### config.mk
export PLATFORM = sky130hd
export DESIGN_NAME = port_h_to_l_pin_function_select
export DESIGN_NICKNAME = d
export VERILOG_FILES = /design/src/include/pinsel_pkg.sv /design/src/include/pin_mode_if.sv /design/src/design/pin_mode_decode.sv /design/src/design/port_h_to_l_pin_function_select.sv
export SDC_FILE = /design/constraint.sdc
export NUM_CORES = 1
export LEC_CHECK = 0
export BUFFER_PORTS_ARGS = -buffer_cell sky130_fd_sc_hd__buf_2
export CAP_MARGIN = 20
export CELL_PAD_IN_SITES_DETAIL_PLACEMENT = 1
export CELL_PAD_IN_SITES_GLOBAL_PLACEMENT = 2
export CORE_MARGIN = 5
export CORE_UTILIZATION = 36
export CTS_BUF_LIST = sky130_fd_sc_hd__clkbuf_8
export DETAILED_ROUTE_END_ITERATION = 6
export GPL_TIMING_DRIVEN = 0
export PLACE_DENSITY = 0.86
export SLEW_MARGIN = 20
export SYNTH_ARGS = -nofsm -noshare
export SYNTH_HDL_FRONTEND = slang
export SYNTH_HIERARCHICAL = 1
export SYNTH_SLANG_ARGS = --single-unit
### constraint.sdc
create_clock -name clk_i -period 4 [get_ports clk_i]
set_input_delay 1.2 -clock clk_i [delete_from_list [all_inputs] [get_ports clk_i]]
set_output_delay 1.2 -clock clk_i [all_outputs]
set_load 0.02 [all_outputs]
### src/include/pinsel_pkg.sv
/*
 * Shared constants for the port H to L pin-function select block: register offsets,
 * mode field layout, power-on reset values and the per-port pin capability masks.
 * Assumes it is compiled before every file that names it.
 */
package pinsel_pkg;

   localparam int REG_W = 16;
   localparam int PINS = 8;
   localparam int FIELD_W = 2;
   localparam int PORTS = 4;

   // Word-aligned byte offsets on the register bus.
   localparam logic [3:0] OFS_PORT_H = 4'h0;
   localparam logic [3:0] OFS_PORT_J = 4'h4;
   localparam logic [3:0] OFS_PORT_K = 4'h8;
   localparam logic [3:0] OFS_PORT_L = 4'hC;
   localparam int IDX_LSB = 2;
   localparam int IDX_MSB = 3;

   // Order of ports within the packed pin vectors, eight bits each.
   localparam int SLOT_H = 0;
   localparam int SLOT_J = 1;
   localparam int SLOT_K = 2;
   localparam int SLOT_L = 3;

   localparam int PIN7_FIELD_LSB = 14;
   localparam int PIN6_FIELD_LSB = 12;

   localparam logic [15:0] RST_PORT_H_STRAP_HI = 16'hAAAA;
   localparam logic [15:0] RST_PORT_H_STRAP_LO = 16'h8AAA;
   localparam logic [15:0] RST_PORT_J = 16'h0000;
   localparam logic [15:0] RST_PORT_K = 16'h0000;
   localparam logic [15:0] RST_PORT_L = 16'h0000;

   typedef enum logic [1:0] {
      MODE_ALT = 2'h0,
      MODE_OUT = 2'h1,
      MODE_PU_ON = 2'h2,
      MODE_PU_OFF = 2'h3
   } pin_mode_t;

   // Pins whose code 00 reaches an alternate function, packed L,K,J,H.
   localparam logic [31:0] ALT_MASKS = {8'hFF, 8'hFF, 8'hCD, 8'hFF};
   // Pins whose code 01 gives a port output, packed L,K,J,H.
   localparam logic [31:0] OUT_MASKS = {8'h00, 8'hFF, 8'hFF, 8'h80};

endpackage

### src/include/pin_mode_if.sv
/*
 * Carrier between the register file and one port's mode decoder: the stored mode word
 * goes out, the registered per-pin controls come back.
 * Assumes one clock domain shared by both ends.
 */
`timescale 1ns/10ps
interface pin_mode_if;
   logic [15:0] mode_word;
   logic [7:0] alt_sel;
   logic [7:0] out_en;
   logic [7:0] pullup_en;
   logic [7:0] reserved;

   modport ctrl (
      output mode_word,
      input alt_sel,
      input out_en,
      input pullup_en,
      input reserved
   );

   modport decode (
      input mode_word,
      output alt_sel,
      output out_en,
      output pullup_en,
      output reserved
   );
endinterface

### src/design/pin_mode_decode.sv
/*
 * Decodes one port's sixteen-bit mode word into per-pin controls, registered.
 * Assumes the masks name which pins own an alternate function and a port output.
 */
`timescale 1ns/10ps
module pin_mode_decode #(
   parameter logic [7:0] ALT_MASK = 8'hFF,
   parameter logic [7:0] OUT_MASK = 8'hFF
) (
   input wire logic clk_i,
   input wire logic rst_i,
   input wire logic ce_i,
   pin_mode_if.decode pm
);

   logic [7:0] next_alt;
   logic [7:0] next_oe;
   logic [7:0] next_pu;
   logic [7:0] next_rsv;

   always_comb begin
      next_alt = 8'h00;
      next_oe = 8'h00;
      next_pu = 8'h00;
      next_rsv = 8'h00;
      for (int n = 0; n < pinsel_pkg::PINS; n++) begin
         unique case (pm.mode_word[pinsel_pkg::FIELD_W*n +: pinsel_pkg::FIELD_W])
            pinsel_pkg::MODE_ALT: begin
               // A pin without an alternate function treats code 00 as reserved.
               next_alt[n] = ALT_MASK[n];
               next_rsv[n] = ~ALT_MASK[n];
            end
            pinsel_pkg::MODE_OUT: begin
               next_oe[n] = OUT_MASK[n];
               next_rsv[n] = ~OUT_MASK[n];
            end
            pinsel_pkg::MODE_PU_ON: begin
               next_pu[n] = 1'b1;
            end
            pinsel_pkg::MODE_PU_OFF: begin
               next_pu[n] = 1'b0;
            end
         endcase
      end
   end

   always_ff @(posedge clk_i) begin
      if (rst_i) begin
         pm.alt_sel <= 8'h00;
         pm.out_en <= 8'h00;
         pm.pullup_en <= 8'h00;
         pm.reserved <= 8'h00;
      end else if (ce_i) begin
         pm.alt_sel <= next_alt;
         pm.out_en <= next_oe;
         pm.pullup_en <= next_pu;
         pm.reserved <= next_rsv;
      end
   end

endmodule

### src/design/port_h_to_l_pin_function_select.sv
/*
 * Pin-function select registers for ports H, J, K and L behind a classic Wishbone slave,
 * with registered per-pin alternate, output, pull-up and reserved controls.
 * Assumes inputs synchronous to clk_i and rst_i as the power-on reset.
 */
// Design decisions made here: the Wishbone interface to the registers and the address map.
`timescale 1ns/10ps

module port_h_to_l_pin_function_select #(
   parameter int ADR_W = 8
) (
   input wire logic clk_i,
   input wire logic rst_i,
   input wire logic ce_i,
   input wire logic manual_reset_i,
   input wire logic standby_i,
   input wire logic sleep_i,
   input wire logic debug_mode_strap_i,
   input wire logic cyc_i,
   input wire logic stb_i,
   input wire logic we_i,
   input wire logic [ADR_W-1:0] adr_i,
   input wire logic [3:0] sel_i,
   input wire logic [31:0] dat_i,
   output logic [31:0] dat_o,
   output logic ack_o,
   output logic [31:0] pin_alt_sel_o,
   output logic [31:0] pin_out_en_o,
   output logic [31:0] pin_pullup_en_o,
   output logic [31:0] pin_reserved_o,
   output logic debug_mode_latched_o,
   output logic low_power_o
);

   logic [15:0] port_h;
   logic [15:0] port_j;
   logic [15:0] port_k;
   logic [15:0] port_l;
   logic [15:0] next_port_h;
   logic [15:0] next_port_j;
   logic [15:0] next_port_k;
   logic [15:0] next_port_l;
   logic ack;
   logic next_ack;
   logic [31:0] rd_data;
   logic [31:0] next_rd_data;
   logic strap_latched;
   logic low_power;
   logic next_low_power;
   logic req;
   logic mapped;
   logic wr_take;
   logic [1:0] idx;
   logic [15:0] sel_reg;

   pin_mode_if pm [pinsel_pkg::PORTS] ();

   assign req = cyc_i & stb_i & ~ack;
   assign idx = adr_i[pinsel_pkg::IDX_MSB:pinsel_pkg::IDX_LSB];
   // Only whole, aligned words in the low sixteen bytes decode; the rest read as zero.
   assign mapped = (adr_i[ADR_W-1:4] == '0) && (adr_i[1:0] == 2'h0);
   // A write needs both low byte lanes, so a mode word is never left half-updated.
   assign wr_take = req & we_i & mapped & (sel_i[1:0] == 2'h3) & ~manual_reset_i;

   always_comb begin
      unique case (idx)
         pinsel_pkg::OFS_PORT_H[3:2]: sel_reg = port_h;
         pinsel_pkg::OFS_PORT_J[3:2]: sel_reg = port_j;
         pinsel_pkg::OFS_PORT_K[3:2]: sel_reg = port_k;
         pinsel_pkg::OFS_PORT_L[3:2]: sel_reg = port_l;
      endcase
   end

   always_comb begin
      next_port_h = port_h;
      next_port_j = port_j;
      next_port_k = port_k;
      next_port_l = port_l;
      if (wr_take) begin
         unique case (idx)
            pinsel_pkg::OFS_PORT_H[3:2]: next_port_h = dat_i[15:0];
            pinsel_pkg::OFS_PORT_J[3:2]: next_port_j = dat_i[15:0];
            pinsel_pkg::OFS_PORT_K[3:2]: next_port_k = dat_i[15:0];
            pinsel_pkg::OFS_PORT_L[3:2]: next_port_l = dat_i[15:0];
         endcase
      end
   end

   always_comb begin
      // Manual reset only stalls a bus cycle in flight, holding off ack and the write; it never touches the registers.
      next_ack = req & ~manual_reset_i;
      next_rd_data = rd_data;
      if (req & ~we_i) begin
         next_rd_data = mapped ? {16'h0000, sel_reg} : 32'h0000_0000;
      end
      next_low_power = standby_i | sleep_i;
   end

   always_ff @(posedge clk_i) begin
      if (rst_i) begin
         // The strap pin is sampled on every reset cycle; the last one before release wins.
         strap_latched <= debug_mode_strap_i;
         port_h <= debug_mode_strap_i ? pinsel_pkg::RST_PORT_H_STRAP_HI
                                      : pinsel_pkg::RST_PORT_H_STRAP_LO;
         port_j <= pinsel_pkg::RST_PORT_J;
         port_k <= pinsel_pkg::RST_PORT_K;
         port_l <= pinsel_pkg::RST_PORT_L;
         ack <= 1'b0;
         rd_data <= 32'h0000_0000;
         low_power <= 1'b0;
      end else if (ce_i) begin
         // Standby and sleep are only reported; the mode words keep their contents.
         port_h <= next_port_h;
         port_j <= next_port_j;
         port_k <= next_port_k;
         port_l <= next_port_l;
         ack <= next_ack;
         rd_data <= next_rd_data;
         low_power <= next_low_power;
      end
   end

   assign pm[pinsel_pkg::SLOT_H].mode_word = port_h;
   assign pm[pinsel_pkg::SLOT_J].mode_word = port_j;
   assign pm[pinsel_pkg::SLOT_K].mode_word = port_k;
   assign pm[pinsel_pkg::SLOT_L].mode_word = port_l;

   // Each port differs only in which pins own an alternate function and an output.
   for (genvar g = 0; g < pinsel_pkg::PORTS; g++) begin : g_port
      pin_mode_decode #(
         .ALT_MASK(pinsel_pkg::ALT_MASKS[8*g +: 8]),
         .OUT_MASK(pinsel_pkg::OUT_MASKS[8*g +: 8])
      ) u_decode (
         .clk_i(clk_i),
         .rst_i(rst_i),
         .ce_i(ce_i),
         .pm(pm[g])
      );
      assign pin_alt_sel_o[8*g +: 8] = pm[g].alt_sel;
      assign pin_out_en_o[8*g +: 8] = pm[g].out_en;
      assign pin_pullup_en_o[8*g +: 8] = pm[g].pullup_en;
      assign pin_reserved_o[8*g +: 8] = pm[g].reserved;
   end

   assign dat_o = rd_data;
   assign ack_o = ack;
   assign debug_mode_latched_o = strap_latched;
   assign low_power_o = low_power;

   // Views of the packed outputs used by the checks below.
   logic [7:0] h_oe;
   logic [7:0] h_rsv;
   logic [7:0] h_alt;
   logic [7:0] h_pu;
   logic [7:0] j_alt;
   logic [7:0] j_rsv;
   logic [7:0] k_oe;
   logic [7:0] l_oe;
   logic [7:0] l_rsv;
   assign h_oe = pin_out_en_o[8*pinsel_pkg::SLOT_H +: 8];
   assign h_rsv = pin_reserved_o[8*pinsel_pkg::SLOT_H +: 8];
   assign h_alt = pin_alt_sel_o[8*pinsel_pkg::SLOT_H +: 8];
   assign h_pu = pin_pullup_en_o[8*pinsel_pkg::SLOT_H +: 8];
   assign j_alt = pin_alt_sel_o[8*pinsel_pkg::SLOT_J +: 8];
   assign j_rsv = pin_reserved_o[8*pinsel_pkg::SLOT_J +: 8];
   assign k_oe = pin_out_en_o[8*pinsel_pkg::SLOT_K +: 8];
   assign l_oe = pin_out_en_o[8*pinsel_pkg::SLOT_L +: 8];
   assign l_rsv = pin_reserved_o[8*pinsel_pkg::SLOT_L +: 8];
endmodule

# Yosys cells after proc, flatten, opt, wreduce, memory -nomap -nowiden

Index checks and enable logic that the tools add are counted.

Output and inout port bits: 163
Bits of input ports: 54
Flip-flop bits (word level): 195

Equality and inequality tests: 68
Muxes and demuxes: 103
Reduce and logical (&&, ||, !) cells: 44
Bitwise operators: 12

Operators with widths:

| cell                 | number |
|---|---|
| $mux W1              | 96 |
| $mux W16             | 5 |
| $eq A2 B2 Y1 const B | 35 |
| $logic_not A2 Y1     | 34 |
| $eq A2 B1 Y1 const B | 33 |
| $pmux W16 S4         | 1 |
| $mux W14             | 1 |
| $reduce_and A3 Y1    | 4 |
| $and A1 B1 Y1        | 8 |
| $reduce_bool A2 Y1   | 3 |
| $logic_not A4 Y1     | 1 |
| $not A1 Y1           | 3 |
| $reduce_and A2 Y1    | 1 |
| $logic_and A1 B1 Y1  | 1 |
| $or A1 B1 Y1         | 1 |

# Longest topological paths before layout

Gate-level depths: netlist (run 1).

Word-level depth: 9
Mapped depth: 6
Mapped depth without buffers: 4

# Cells and area by module

Netlist (run 1), hierarchy kept.

Modules (own cells, without submodules):

| module                          | area each (um^2) | instances | cells an instance | seq. area each (um^2) |
|---|---|---|---|---|
| pin_mode_decode                 | 1037.2           | 4         | 112               | 480.5 |
| port_h_to_l_pin_function_select | 3773.6           | 1         | 320               | 1831.8 |

# Least setup slack after synthesis (run 1)

OpenSTA, ideal clock, no wires.

Kind: in2reg
Start: input port adr_i[5]
End: register port_l[10] (netlist: pm[3].mode_word[10])
Slack: 1218 ps
Buffers on the path: 2
Arrival: 2711 ps
Stages: 6
Required time: 3928 ps
Path through: or4_4 nor4_4 and3_1 buf_4 buf_8 mux2i_1

Word-level cells in the longest chain between the ends: 6

Ends and longest elaborated chain:

| item                               | line                                   | RTL |
|---|---|---|
| start: declaration                 | port_h_to_l_pin_function_select.sv:22  | `input wire logic [ADR_W-1:0] adr_i,` |
| $logic_not A4 Y1                   | port_h_to_l_pin_function_select.sv:61  | `assign mapped = (adr_i[ADR_W-1:4] == '0) && (adr_i[1:0] == 2'h0);` |
| $logic_and A1 B1 Y1                | port_h_to_l_pin_function_select.sv:61  |  |
| $and A1 B1 Y1 (3 in a row)         | port_h_to_l_pin_function_select.sv:63  | `assign wr_take = req & we_i & mapped & (sel_i[1:0] == 2'h3) & ~manual_reset_i;` |
| $reduce_and A3 Y1 (no source line) | -                                      |  |
| end signal: assignment             | port_h_to_l_pin_function_select.sv:107 | `port_l <= pinsel_pkg::RST_PORT_L;` |
| end signal: assignment             | port_h_to_l_pin_function_select.sv:116 | `port_l <= next_port_l;` |
| end: declaration                   | port_h_to_l_pin_function_select.sv:38  | `logic [15:0] port_l;` |

No other way between the ends.
A chain may end at the register's enable or synchronous reset.

# Worst setup path after layout (run 1)

Start: input port rst_i
End: register port_h[0] (netlist: pm[0].mode_word[0]), enable pin

Word-level cells in the longest chain between the ends: 2
Elaborated cells between the ends (all ways): 4
Those cells by class: reduce/logical: 4

Ends and longest elaborated chain:

| item                                   | line                                   | RTL |
|---|---|---|
| start: declaration                     | port_h_to_l_pin_function_select.sv:13  | `input wire logic rst_i,` |
| $reduce_bool A2 Y1 (no source line)    | -                                      |  |
| $reduce_and A3 Y1 (no source line) (*) | -                                      |  |
| end signal: assignment                 | port_h_to_l_pin_function_select.sv:103 | `port_h <= debug_mode_strap_i ? pinsel_pkg::RST_PORT_H_STRAP_HI` |
| end signal: assignment                 | port_h_to_l_pin_function_select.sv:113 | `port_h <= next_port_h;` |
| end: declaration                       | port_h_to_l_pin_function_select.sv:35  | `logic [15:0] port_h;` |

Mark *: on every way between the ends. The rest lies on a longest branch, timed or not.

==> metrics.txt, run 1 <==
Worst Path Arrival=about 3.5 ns; die width=between 150 and 200 um; # DRC=0; vias in the first global route=around 6.2k; total track usage=between 15 and 20%; H-Tree Depth=4; Setup Skew=roughly 0.012 ns; area grow syn2layout=20.83%; fin crit share=between 80% and 90%; Hold Crit Depth=2; total gr overflow=0; Finished Cell Area=approximately 9600 sq um; Placed Instance Area=around 9200 sq um; Slowest-stage cell, CP=clkbuf_1; cts hold-fix bufs=0; Setup-failing EPs final=0; min Tclk post-route=between 3 and 4 ns; DR WL met2=approximately 11000 um; max_cap viols=0; first-pass GRT wire length=35350 um; Startpoint Class=primary input; DR WL/cell=18.30 um; WS Path Type=primary input to flip-flop; core area=~22000 sq um; CP Depth=5; sequential share of the synthesized area=47.38%; VDD IR max=between 0.15 and 0.2 mV; met3 wire len=1457 um; Initial Utilization=36.42%; ANT nets after route=0; Lkg Pwr=4.207 nW; multi-input logic area=3660 sq um; largest net degree at the start of global routing=27; Worst Max-Slew Pin Slew=about 0.84 ns; critical path capture point type=flip-flop; antenna violations before repair=2; RSZ-0062 raised after global routing=no; r2r setup slk=about 2.2 ns; Synthesis Warnings=6; TritonCTS Buffers=17; total number of vias=6062; fillers=roughly 2.6k; final wirelength=around 23000 um; CP max stage delay=around 0.53 ns; Crit path required time=slightly above 4 ns; layout cells sized above 1=approximately 28%; Mapped Area=7923 sq um; post-CTS setup buffers=0; Slew Viols, Final=0; CP delay by family, top=buffers and inverters; M1 WL=around 10000 um; register area=3754 sq um; PortBufs=150; gp weighted congestion=0.8094; clock root cell=clkbuf_8; CP most frequent cell=clkbuf_1; Final Hold Viols=0; synthesis-stage register bit count=179; critical path fanouts, max=26; pwr dens=364.4 nW/um^2; setup TNS=0 ns; Final HPWL DP=approximately 18000 um; Worst-Skew Late Latency=around 0.47 ns; Max Fclk=0.2953 GHz; WHS=approximately 0.47 ns; Die Area=roughly 25000 sq um; Post-Syn Area per Cell=around 10 sq um; top sig layer=met5; chip height=about 160 um; I/O pin count=around 220; 1st-iter DRT viols=~280; CTS tree=built; CTS max path bufs=2; worst-path cell chain=buf_2, clkbuf_1, clkbuf_1, clkbuf_1, a21o_2; CTS sink cnt=about 180; Pwr Total=0.003488 W; status=finished, final reports clean; post_cts resized=0; Buf+Inv Stages, Crit Path=4; synthesized instance count=~770; Slew headroom=approximately 44%; clock slew at reported path FFs=roughly 0.090 ns; count of cell types in the netlist=29; hold crit path type=flip-flop to flip-flop; path depth of the worst reg2reg path=3; Pre-antenna DRT Iters=4; Util after Layout=between 40 and 50%; Layout Nets=roughly 1.0k; vias per cell=4.758; num rows=54
stage by stage:
stage | std cells | setup WS, ns
finish | 1274 | 0.6141
global route | 1273 | 0.4379
CTS | 1273 | 0.5888
detailed placement | 1241 | 0.07926
global placement | 1241 | 0.07267
floorplan | 811 | 1.218
flip-flops by register name, indices dropped and copies added (netlist names):
| name | count |
|---|---|
| ack_o | 1 |
| dat_o | 16 |
| debug_mode_latched_o | 1 |
| g_port.u_decode/pm.alt_sel | 29 |
| g_port.u_decode/pm.out_en | 17 |
| g_port.u_decode/pm.pullup_en | 32 |
| g_port.u_decode/pm.reserved | 18 |
| low_power_o | 1 |
| pm.mode_word | 64 |
area by class of cell:
class	instances	share of cell area, %
antenna	1	0.02614
buffer	99	6.653
clock buffer	19	2.732
clock inverter	13	1.294
inverter	9	0.3529
multi-input combinational	524	38.23
sequential	179	39.21
tap	280	3.660
timing repair buffer	150	7.842
cell families (layout without fill, tap and decap cells):
logic type | Yosys count | count (layout) | synth area share [%]
other cells | 5 | 49 | 0.2369
compound gates | 115 | 115 | 7.849
flops | 179 | 179 | 47.38
mux | 64 | 64 | 10.61
buf+inv | 108 | 290 | 8.465
simple gates | 297 | 297 | 25.46
metal layers:
layer	vias to the layer above	global-route usage, %
li1	2969	-
met4	4	5.037
met2	146	31.30
met5	-	0
met3	23	4.159
met1	2920	23.73
power by group:
group | total (W) | switching (W) | internal, W | leakage (nW)
Clock | 0.00124 | 0.000698 | 0.000537 | 0.202
Sequential | 0.00188 | 0.0000323 | 0.00185 | 1.48
Combinational | 0.000368 | 0.000218 | 0.000150 | 2.53
synth_stat cells:
master    count  area [sq um]
nor4_4        2         42.54
conb_1        5         18.77
a21o_2        1         8.760
buf_8         2         30.03
and3_1        1         6.260
nand2_1       2         7.510
nor2_1       21         78.83
or4_4         1         11.26
dfxtp_1     162          3243
buf_12        1         20.02
clkbuf_1     29         108.9
buf_6         2         22.52
nand4b_4      1         23.77
a21oi_1      97         485.5
nand3b_1     66         495.5
a211oi_1      1         7.510
buf_4        53         397.9
mux2i_1      48         480.5
buf_2        10         50.05
edfxtp_1     17         510.5
or3b_1       32         280.3
buf_1         2         7.510
inv_1         9         33.78
nand4b_1      1         8.760
nand3_1       1         5.000
mux4_2       16         360.4
or2_2         9         56.30
nand2b_1    160          1001
a22oi_1      16         120.1
final timing paths:
check                                             endpoint                                           from
max                       pm[0].mode_word[0]$_SDFFCE_PP0P_                                          rst_i
min          g_port[3].u_decode/pm.alt_sel[2]$_SDFFE_PP0P_  g_port[3].u_decode/pm.alt_sel[2]$_SDFFE_PP0P_
max reg2reg               pm[0].mode_word[0]$_SDFFCE_PP0P_                             ack_o$_SDFFE_PP0P_
min reg2reg  g_port[3].u_decode/pm.alt_sel[2]$_SDFFE_PP0P_  g_port[3].u_decode/pm.alt_sel[2]$_SDFFE_PP0P_
cell usage in the layout, fill, tap and decap left out, types with 2 or more instances in the layout:
master	n
nand3b_1	66
clkinv_4	3
inv_6	3
buf_4	53
buf_1	2
inv_1	10
edfxtp_1	17
dfxtp_1	162
or2_2	9
buf_8	2
mux2i_1	48
inv_4	3
a21oi_1	97
a22oi_1	16
nor4_4	2
clkbuf_8	19
nor2_1	21
clkbuf_1	29
nand2_1	2
mux4_2	16
nand2b_1	160
conb_1	48
or3b_1	32
buf_6	2
buf_2	160
worst reg2reg max path, stage by stage (launching register included):
cell	delay, ns
dfxtp_1	0.33
nand4b_4	0.22
nor4_4	0.42
a21o_2	0.49
Power figures use the tool's default switching activity.
==> run 2, diff against run 1 <==
--- a/config.mk
+++ b/config.mk
@@ -10,11 +10,11 @@
 export CELL_PAD_IN_SITES_DETAIL_PLACEMENT = 1
 export CELL_PAD_IN_SITES_GLOBAL_PLACEMENT = 2
 export CORE_MARGIN = 5
-export CORE_UTILIZATION = 36
+export CORE_UTILIZATION = 30
 export CTS_BUF_LIST = sky130_fd_sc_hd__clkbuf_8
 export DETAILED_ROUTE_END_ITERATION = 6
 export GPL_TIMING_DRIVEN = 0
-export PLACE_DENSITY = 0.86
+export PLACE_DENSITY = 0.76
 export SLEW_MARGIN = 20
 export SYNTH_ARGS = -nofsm -noshare
 export SYNTH_HDL_FRONTEND = slang
==> constraint.sdc (replaced) <==
create_clock -name clk_i -period 2.78 [get_ports clk_i]
set_input_delay 0.834 -clock clk_i [delete_from_list [all_inputs] [get_ports clk_i]]
set_output_delay 0.834 -clock clk_i [all_outputs]
set_load 0.02 [all_outputs]
==> run 2 against run 1 <==
- worst hold slack got worse by 0.0018 ns
- total power increased by 45%
- clock power increased by 46%
- worst setup slack got worse by 0.14 ns
- critical path type unchanged
- flip-flop and latch count unchanged
- first-iteration DRC count increased by 0.72%
==> metrics.txt, run 2 (synthesized netlist as in run 1, its figures left out) <==
status=finished, final reports clean; CTS max path bufs=2 (unchanged); DR WL/cell=18.20 um (-0.55%); final wirelength=24150 um (+3.6%); min Tclk post-route=2.303 ns; Slew Viols, Final=0 (unchanged); clock slew at reported path FFs=0.09 ns (about the same); I/O pin count=217 (unchanged); Initial Utilization=30.40% (-6.0 points); layout cells sized above 1=28.23% (+0.13 points); RSZ-0062 raised after global routing=no; # DRC=0 (unchanged); clock root cell=clkbuf_8; Sw Share=27.14% (-0.060 points); WS Path Type=primary input to flip-flop; PortBufs=150 (unchanged); hold crit path type=flip-flop to flip-flop; Worst Max-Slew Pin Slew=0.9182 ns (+0.08218 ns); pwr dens=523.4 nW/um^2 (+44%); Final Hold Viols=0 (unchanged); setup TNS=0 ns (unchanged); Pre-antenna DRT Iters=4 (unchanged); max FFs per register=64 (unchanged); total track usage=16.14% (-2.3 points); first-pass GRT wire length=37730 um (+6.7%); Setup WS post-layout=0.4772 ns (-0.1369 ns); WHS=0.4704 ns (-0.001850 ns); critical path fanouts, max=35 (+35%); Net Switching=0.001370 W (+44%); Max Fclk=approximately 0.43 GHz; Setup Skew=0.02030 ns (+0.008798 ns); Diodes inserted=0 (-1); Crit path required time=2.91 ns (-1.21 ns); vias per cell=4.542 (-4.5%); H-Tree Depth=4 (unchanged); sequential share of power=53.7% (-0.3 points); Worst-Skew Late Latency=0.48 ns (about the same); worst hold path endpoint=g_port[1].u_decode/pm.out_en[5]$_SDFFE_PP0P_; gp weighted congestion=0.8084 (-0.12%); die width=172.5 um (+8.9%); fin crit share=82.84%; DR WL met2=11250 um (about the same); chip height=172.5 um (+8.9%); most frequent cells in the layout=dfxtp_1 (162), nand2b_1 (160), buf_2 (159), a21oi_1 (97), nand3b_1 (66); Combinational Power Share=10.5% (about the same); Lkg Pwr=4.212 nW (+0.10%); M1 WL=11480 um (+11%); Final HPWL DP=18670 um (+4.3%); Worst Hold Launch=g_port[1].u_decode/pm.out_en[5]$_SDFFE_PP0P_; Internal=0.003678 W (+45%); cts hold-fix bufs=0 (unchanged); Setup-failing EPs final=0 (unchanged); Worst Path Arrival=2.43 ns (-1.08 ns); ANT nets after route=0 (unchanged); fillers=3043 (+18%); num rows=59 (+9.3%); top sig layer=met5; commonest non-fill, non-tap cell in the layout=dfxtp_1; total number of vias=6027 (-0.58%); met3 wire len=1135 um (-22%); core area=26060 sq um (+20%); antenna violations before repair=1 (-1); critical path capture point type=flip-flop; Startpoint Class=primary input; TritonCTS Buffers=17 (unchanged); VDD IR max=0.1942 mV (+2.2%); max_cap viols=0 (unchanged); path depth of the worst reg2reg path=3 (unchanged); total gr overflow=0 (unchanged); largest net degree at the start of global routing=27 (unchanged); Hold Crit Depth=2 (unchanged); RR Startpoint=ack_o$_SDFFE_PP0P_; area grow syn2layout=21.73%; Slew headroom=38.78% (-5.5 points); vias in the first global route=6298 (+1.2%); clock power share=35.8% (+0.4 points); CTS sink cnt=179 (unchanged); Die Area=29760 sq um (+19%); pre-CTS setup slack=-0.7661 ns (-0.8454 ns); CTS tree=built; RR Endpoint=pm[0].mode_word[4]$_SDFFCE_PP0P_; Layout Nets=1033 (-0.097%); 1st-iter DRT viols=279 (+0.72%); r2r setup slk=1.04 ns (-1.15 ns)
==> run 2: cell count changes in the layout (fill, tap and decap cells not counted) <==
| cell | delta |
|---|---|
| inv_8 | -1 |
| clkbuf_2 | +1 |
| clkbuf_8 | +1 |
| clkbuf_1 | -2 |
| inv_4 | -1 |
| buf_2 | -1 |
| inv_6 | +2 |
| clkinv_4 | -1 |
| diode_2 | -1 |
| buf_4 | +1 |
==> run 2: cell type report <==
type	instances	area, sq um	area share (%)
sequential	179	3754	38.92
multi-input combinational	524	3660	37.95
timing repair buffer	150	753.2	7.810
buffer	98	634.4	6.578
tap	335	419.2	4.346
clock buffer	20	275.3	2.854
clock inverter	12	115.1	1.194
inverter	9	33.78	0.3503
==> run 2: how the worst max path moves through the flow <==
stage                         from                                to  slack, ns  depth (start not counted)
after floorplan           adr_i[5]  pm[3].mode_word[10]$_SDFFE_PP0P_       0.36                          6
after global placement       rst_i  pm[0].mode_word[6]$_SDFFCE_PP0P_      -0.76                          5
after detailed placement     rst_i  pm[0].mode_word[6]$_SDFFCE_PP0P_      -0.77                          5
after CTS                    rst_i  pm[0].mode_word[4]$_SDFFCE_PP0P_       0.13                          5
after global routing         rst_i  pm[0].mode_word[4]$_SDFFCE_PP0P_       0.35                          4
final                        rst_i  pm[0].mode_word[4]$_SDFFCE_PP0P_       0.48                          4
==> run 2: per-layer routing <==
layer	track usage, %	up-vias
li1	-	2961
met1	21.99	2910
met2	25.78	135
met3	4.126	19
met4	3.797	2
met5	0	-
==> run 2: worst max-delay path: stages <==
cell and delay (ns):
buf_4 0.39, clkbuf_2 0.36, clkbuf_1 0.40, a21o_2 0.42
==> run 2: power by group through the flow <==
| stage | clock network (W) | registers, W | logic, W |
|---|---|---|---|
| after detailed placement | 0 | 0.00277 | 0.000534 |
| after CTS | 0.00186 | 0.00271 | 0.000536 |
| after global routing | 0.00199 | 0.00272 | 0.000580 |
| after floorplan | 0 | 0.00281 | 0.000322 |
| final | 0.00181 | 0.00271 | 0.000531 |
| after global placement | 0 | 0.00277 | 0.000529 |
==> run 2: timing repair <==
item | in CTS | in global routing
gates cloned | 0 | 0
pin swaps | 0 | 0
buffers inserted | 0 | 0
setup endpoints to repair | 16 | 16
resized for setup | 2 | 0
==> run 2: through the flow <==
| step | std cells | util, % | instance area (sq um) | power (W) |
|---|---|---|---|---|
| 3_3_place_gp | 1296 | 35.51 | 9254 | 0.003298 |
| 6_report | 1327 | 37.01 | 9644 | 0.005048 |
| 3_5_place_dp | 1296 | 35.51 | 9254 | 0.003305 |
| 2_1_floorplan | 811 | - | 8084 | 0.003128 |
| 4_1_cts | 1328 | 37.02 | 9648 | 0.005111 |
| 5_1_grt | 1327 | 37.01 | 9644 | 0.005285 |
==> run 3, diff against run 2 <==
==> constraint.sdc (replaced) <==
create_clock -name clk_i -period 1.95 [get_ports clk_i]
set_input_delay 0.585 -clock clk_i [delete_from_list [all_inputs] [get_ports clk_i]]
set_output_delay 0.585 -clock clk_i [all_outputs]
set_load 0.02 [all_outputs]
==> run 3 against run 2 <==
- global-route usage down 0.19 points
- clock-buffer cell count down 2
- combinational power up 42%
- clock skew down 0.0012 ns
- worst setup slack worse by 0.43 ns
- via count up 1.6%
- total power up 47%
- critical path depth up 3
- core utilization up 0.20 points
- die area unchanged
- first-iteration DRC count up 11%
- largest cell class unchanged
==> metrics.txt, run 3 (synthesized netlist as in run 1, its figures left out) <==
M1 WL=11510 um (+0.19%); die width=172.5 um (unchanged); VDD IR max=0.3394 mV (+75%); H-Tree Depth=4 (unchanged); max FFs per register=64 (unchanged); critical path fanouts, max=10 (-71%); Worst Path Arrival=2.32 ns (-0.11 ns); commonest non-fill, non-tap cell in the layout=dfxtp_1; met3 wire len=1270 um (+12%); Worst Max-Slew Pin Slew=0.6185 ns (-0.2998 ns); total track usage=15.96% (-0.19 points); post-CTS setup buffers=0 (unchanged); TritonCTS Buffers=17 (unchanged); 1st-iter DRT viols=310 (+11%); clock root cell=clkbuf_8; ANT nets after route=0 (unchanged); path depth of the worst reg2reg path=6 (+3); max_cap viols=0 (unchanged); worst-path cell chain=buf_2, or4_4, nor4_4, and3_1, buf_6, buf_8, mux2i_1; gp weighted congestion=0.7958 (-1.6%); crit path from=adr_i[5]; CP delay by family, top=simple AND/OR/NAND/NOR gates; core area=26060 sq um (unchanged); num rows=59 (unchanged); vias per cell=4.611 (+1.5%); DR WL/cell=18.34 um (+0.78%); RR Endpoint=pm[3].mode_word[12]$_SDFFE_PP0P_; Inst Count DP=1296 (unchanged); antenna violations before repair=3 (+2); area grow syn2layout=22.39%; Worst-Skew Late Latency=0.49 ns (about the same); CP Depth=7 (+3); vias in the first global route=6213 (-1.3%); # DRC=0 (unchanged); Slew Viols, Final=0 (unchanged); Setup Skew=0.01906 ns (-0.001244 ns); largest net degree at the start of global routing=36 (+33%); Die Area=29760 sq um (unchanged); Pre-antenna DRT Iters=4 (unchanged); min Tclk post-route=between 1.5 and 2 ns; status=finished, final reports clean; WS Path Type=primary input to flip-flop; Setup-failing EPs final=0 (unchanged); top sig layer=met5; Max Fclk=0.5256 GHz; pwr dens=764.4 nW/um^2 (+46%); final wirelength=24360 um (+0.86%); PortBufs=150 (unchanged); CTS max path bufs=2 (unchanged); layout cells sized above 1=28.53% (+0.30 points); Initial Utilization=30.40% (unchanged); Layout Nets=1033 (unchanged); Slowest-stage cell, CP=or4_4; Final Hold Viols=0 (unchanged); WHS=0.3161 ns (-0.1542 ns); critical path capture point type=flip-flop; RSZ-0062 raised after global routing=no; DR WL met2=11260 um (+0.16%); Layout Cells excl Fill=1328 (+0.075%); Buf+Inv Stages, Crit Path=3 (unchanged); RR Startpoint=ack_o$_SDFFE_PP0P_; first-pass GRT wire length=37410 um (-0.84%); total gr overflow=0 (unchanged); total number of vias=6123 (+1.6%); Startpoint Class=primary input; Final HPWL DP=18660 um (about the same); chip height=172.5 um (unchanged); Crit path required time=2.36 ns (-0.55 ns); CTS sink cnt=179 (unchanged); clock slew at reported path FFs=0.10 ns (about the same); Lkg Pwr=4.237 nW (+0.59%); Critical Path End=pm[3].mode_word[12]$_SDFFE_PP0P_; Slew headroom=58.77% (+20 points); r2r setup slk=0.19 ns (-0.85 ns); fin crit share=97.56%; most frequent cells in the layout=dfxtp_1 (162), nand2b_1 (160), buf_2 (159), a21oi_1 (97), nand3b_1 (66); I/O pin count=217 (unchanged); hold crit path type=primary input to flip-flop; CP max stage delay=0.57 ns (+0.15 ns); CTS tree=built
-- run 3: changes by cell type in the layout (fill, tap and decap cells not counted), sizes merged --
cell / before / now
clkinv: 2 / 5
diode: 0 / 1
bufinv: 1 / 3
clkbuf: 48 / 46
inv: 17 / 14
-- run 3: worst register-to-register path: cells and delay by family, from the launching register on --
kind          cells  cell delay (ns)
buf+inv           2             0.29
flops             1             0.33
mux               1             0.20
simple gates      3             0.89
-- run 3: timing repair --
| action | CTS | global route |
|---|---|---|
| gates resized for setup | 6 | 0 |
| endpoints found under the setup margin | 65 | 0 |
| hold buffers | 0 | 0 |
-- run 3: worst min-delay path by stage --
stage | startpoint | endpoint | slack, ns | depth (start not counted)
floorplan | pm[3].mode_word[0]$_SDFFE_PP0P_ | pm[3].mode_word[0]$_SDFFE_PP0P_ | 0.48 | 2
global route | debug_mode_strap_i | debug_mode_latched_o$_DFFE_PP_ | 0.29 | 1
CTS | debug_mode_strap_i | debug_mode_latched_o$_DFFE_PP_ | 0.30 | 1
global placement | g_port[3].u_decode/pm.alt_sel[4]$_SDFFE_PP0P_ | g_port[3].u_decode/pm.alt_sel[4]$_SDFFE_PP0P_ | 0.45 | 2
finish | debug_mode_strap_i | debug_mode_latched_o$_DFFE_PP_ | 0.32 | 1
detailed placement | g_port[1].u_decode/pm.pullup_en[2]$_SDFFE_PP0P_ | g_port[1].u_decode/pm.pullup_en[2]$_SDFFE_PP0P_ | 0.46 | 2
-- run 3: routing by layer --
| layer | global-route usage (%) | vias up |
|---|---|---|
| li1 | - | 2970 |
| met1 | 21.80 | 2974 |
| met2 | 25.03 | 152 |
| met3 | 4.192 | 23 |
| met4 | 4.358 | 4 |
| met5 | 0 | - |
-- run 3: report_power, final --
part | switching, W | internal, W | total, W | leakage [nW]
clock network | 0.00147 | 0.00132 | 0.00279 | 0.217
logic | 0.000447 | 0.000310 | 0.000756 | 2.54
registers | 0.0000683 | 0.00380 | 0.00387 | 1.48
-- run 3: layout make-up --
cell class              instances  area [sq um]
inverters                       9         33.78
clock buffers                  18         247.7
multi-input cells             524          3666
well taps                     335         419.2
plain buffers                  98         641.9
flip-flops and latches        179          3754
repair buffers                150         755.7
fillers                      3025         16360
clock inverters                14         176.4
diodes                          1         2.502
-- run 3: stage by stage --
stage / worst slack, ns / power, W / setup TNS [ns] / instance area [sq um] / util (%)
after floorplan: -0.09439 / 0.004460 / -3.223 / 8089 / -
after global placement: -1.366 / 0.004705 / -65.55 / 9259 / 35.53
after detailed placement: -1.320 / 0.004713 / -65.24 / 9259 / 35.53
after CTS: 0.05890 / 0.007479 / 0 / 9694 / 37.20
after global routing: 0.02070 / 0.007709 / 0 / 9697 / 37.21
final: 0.04752 / 0.007412 / 0 / 9697 / 37.21
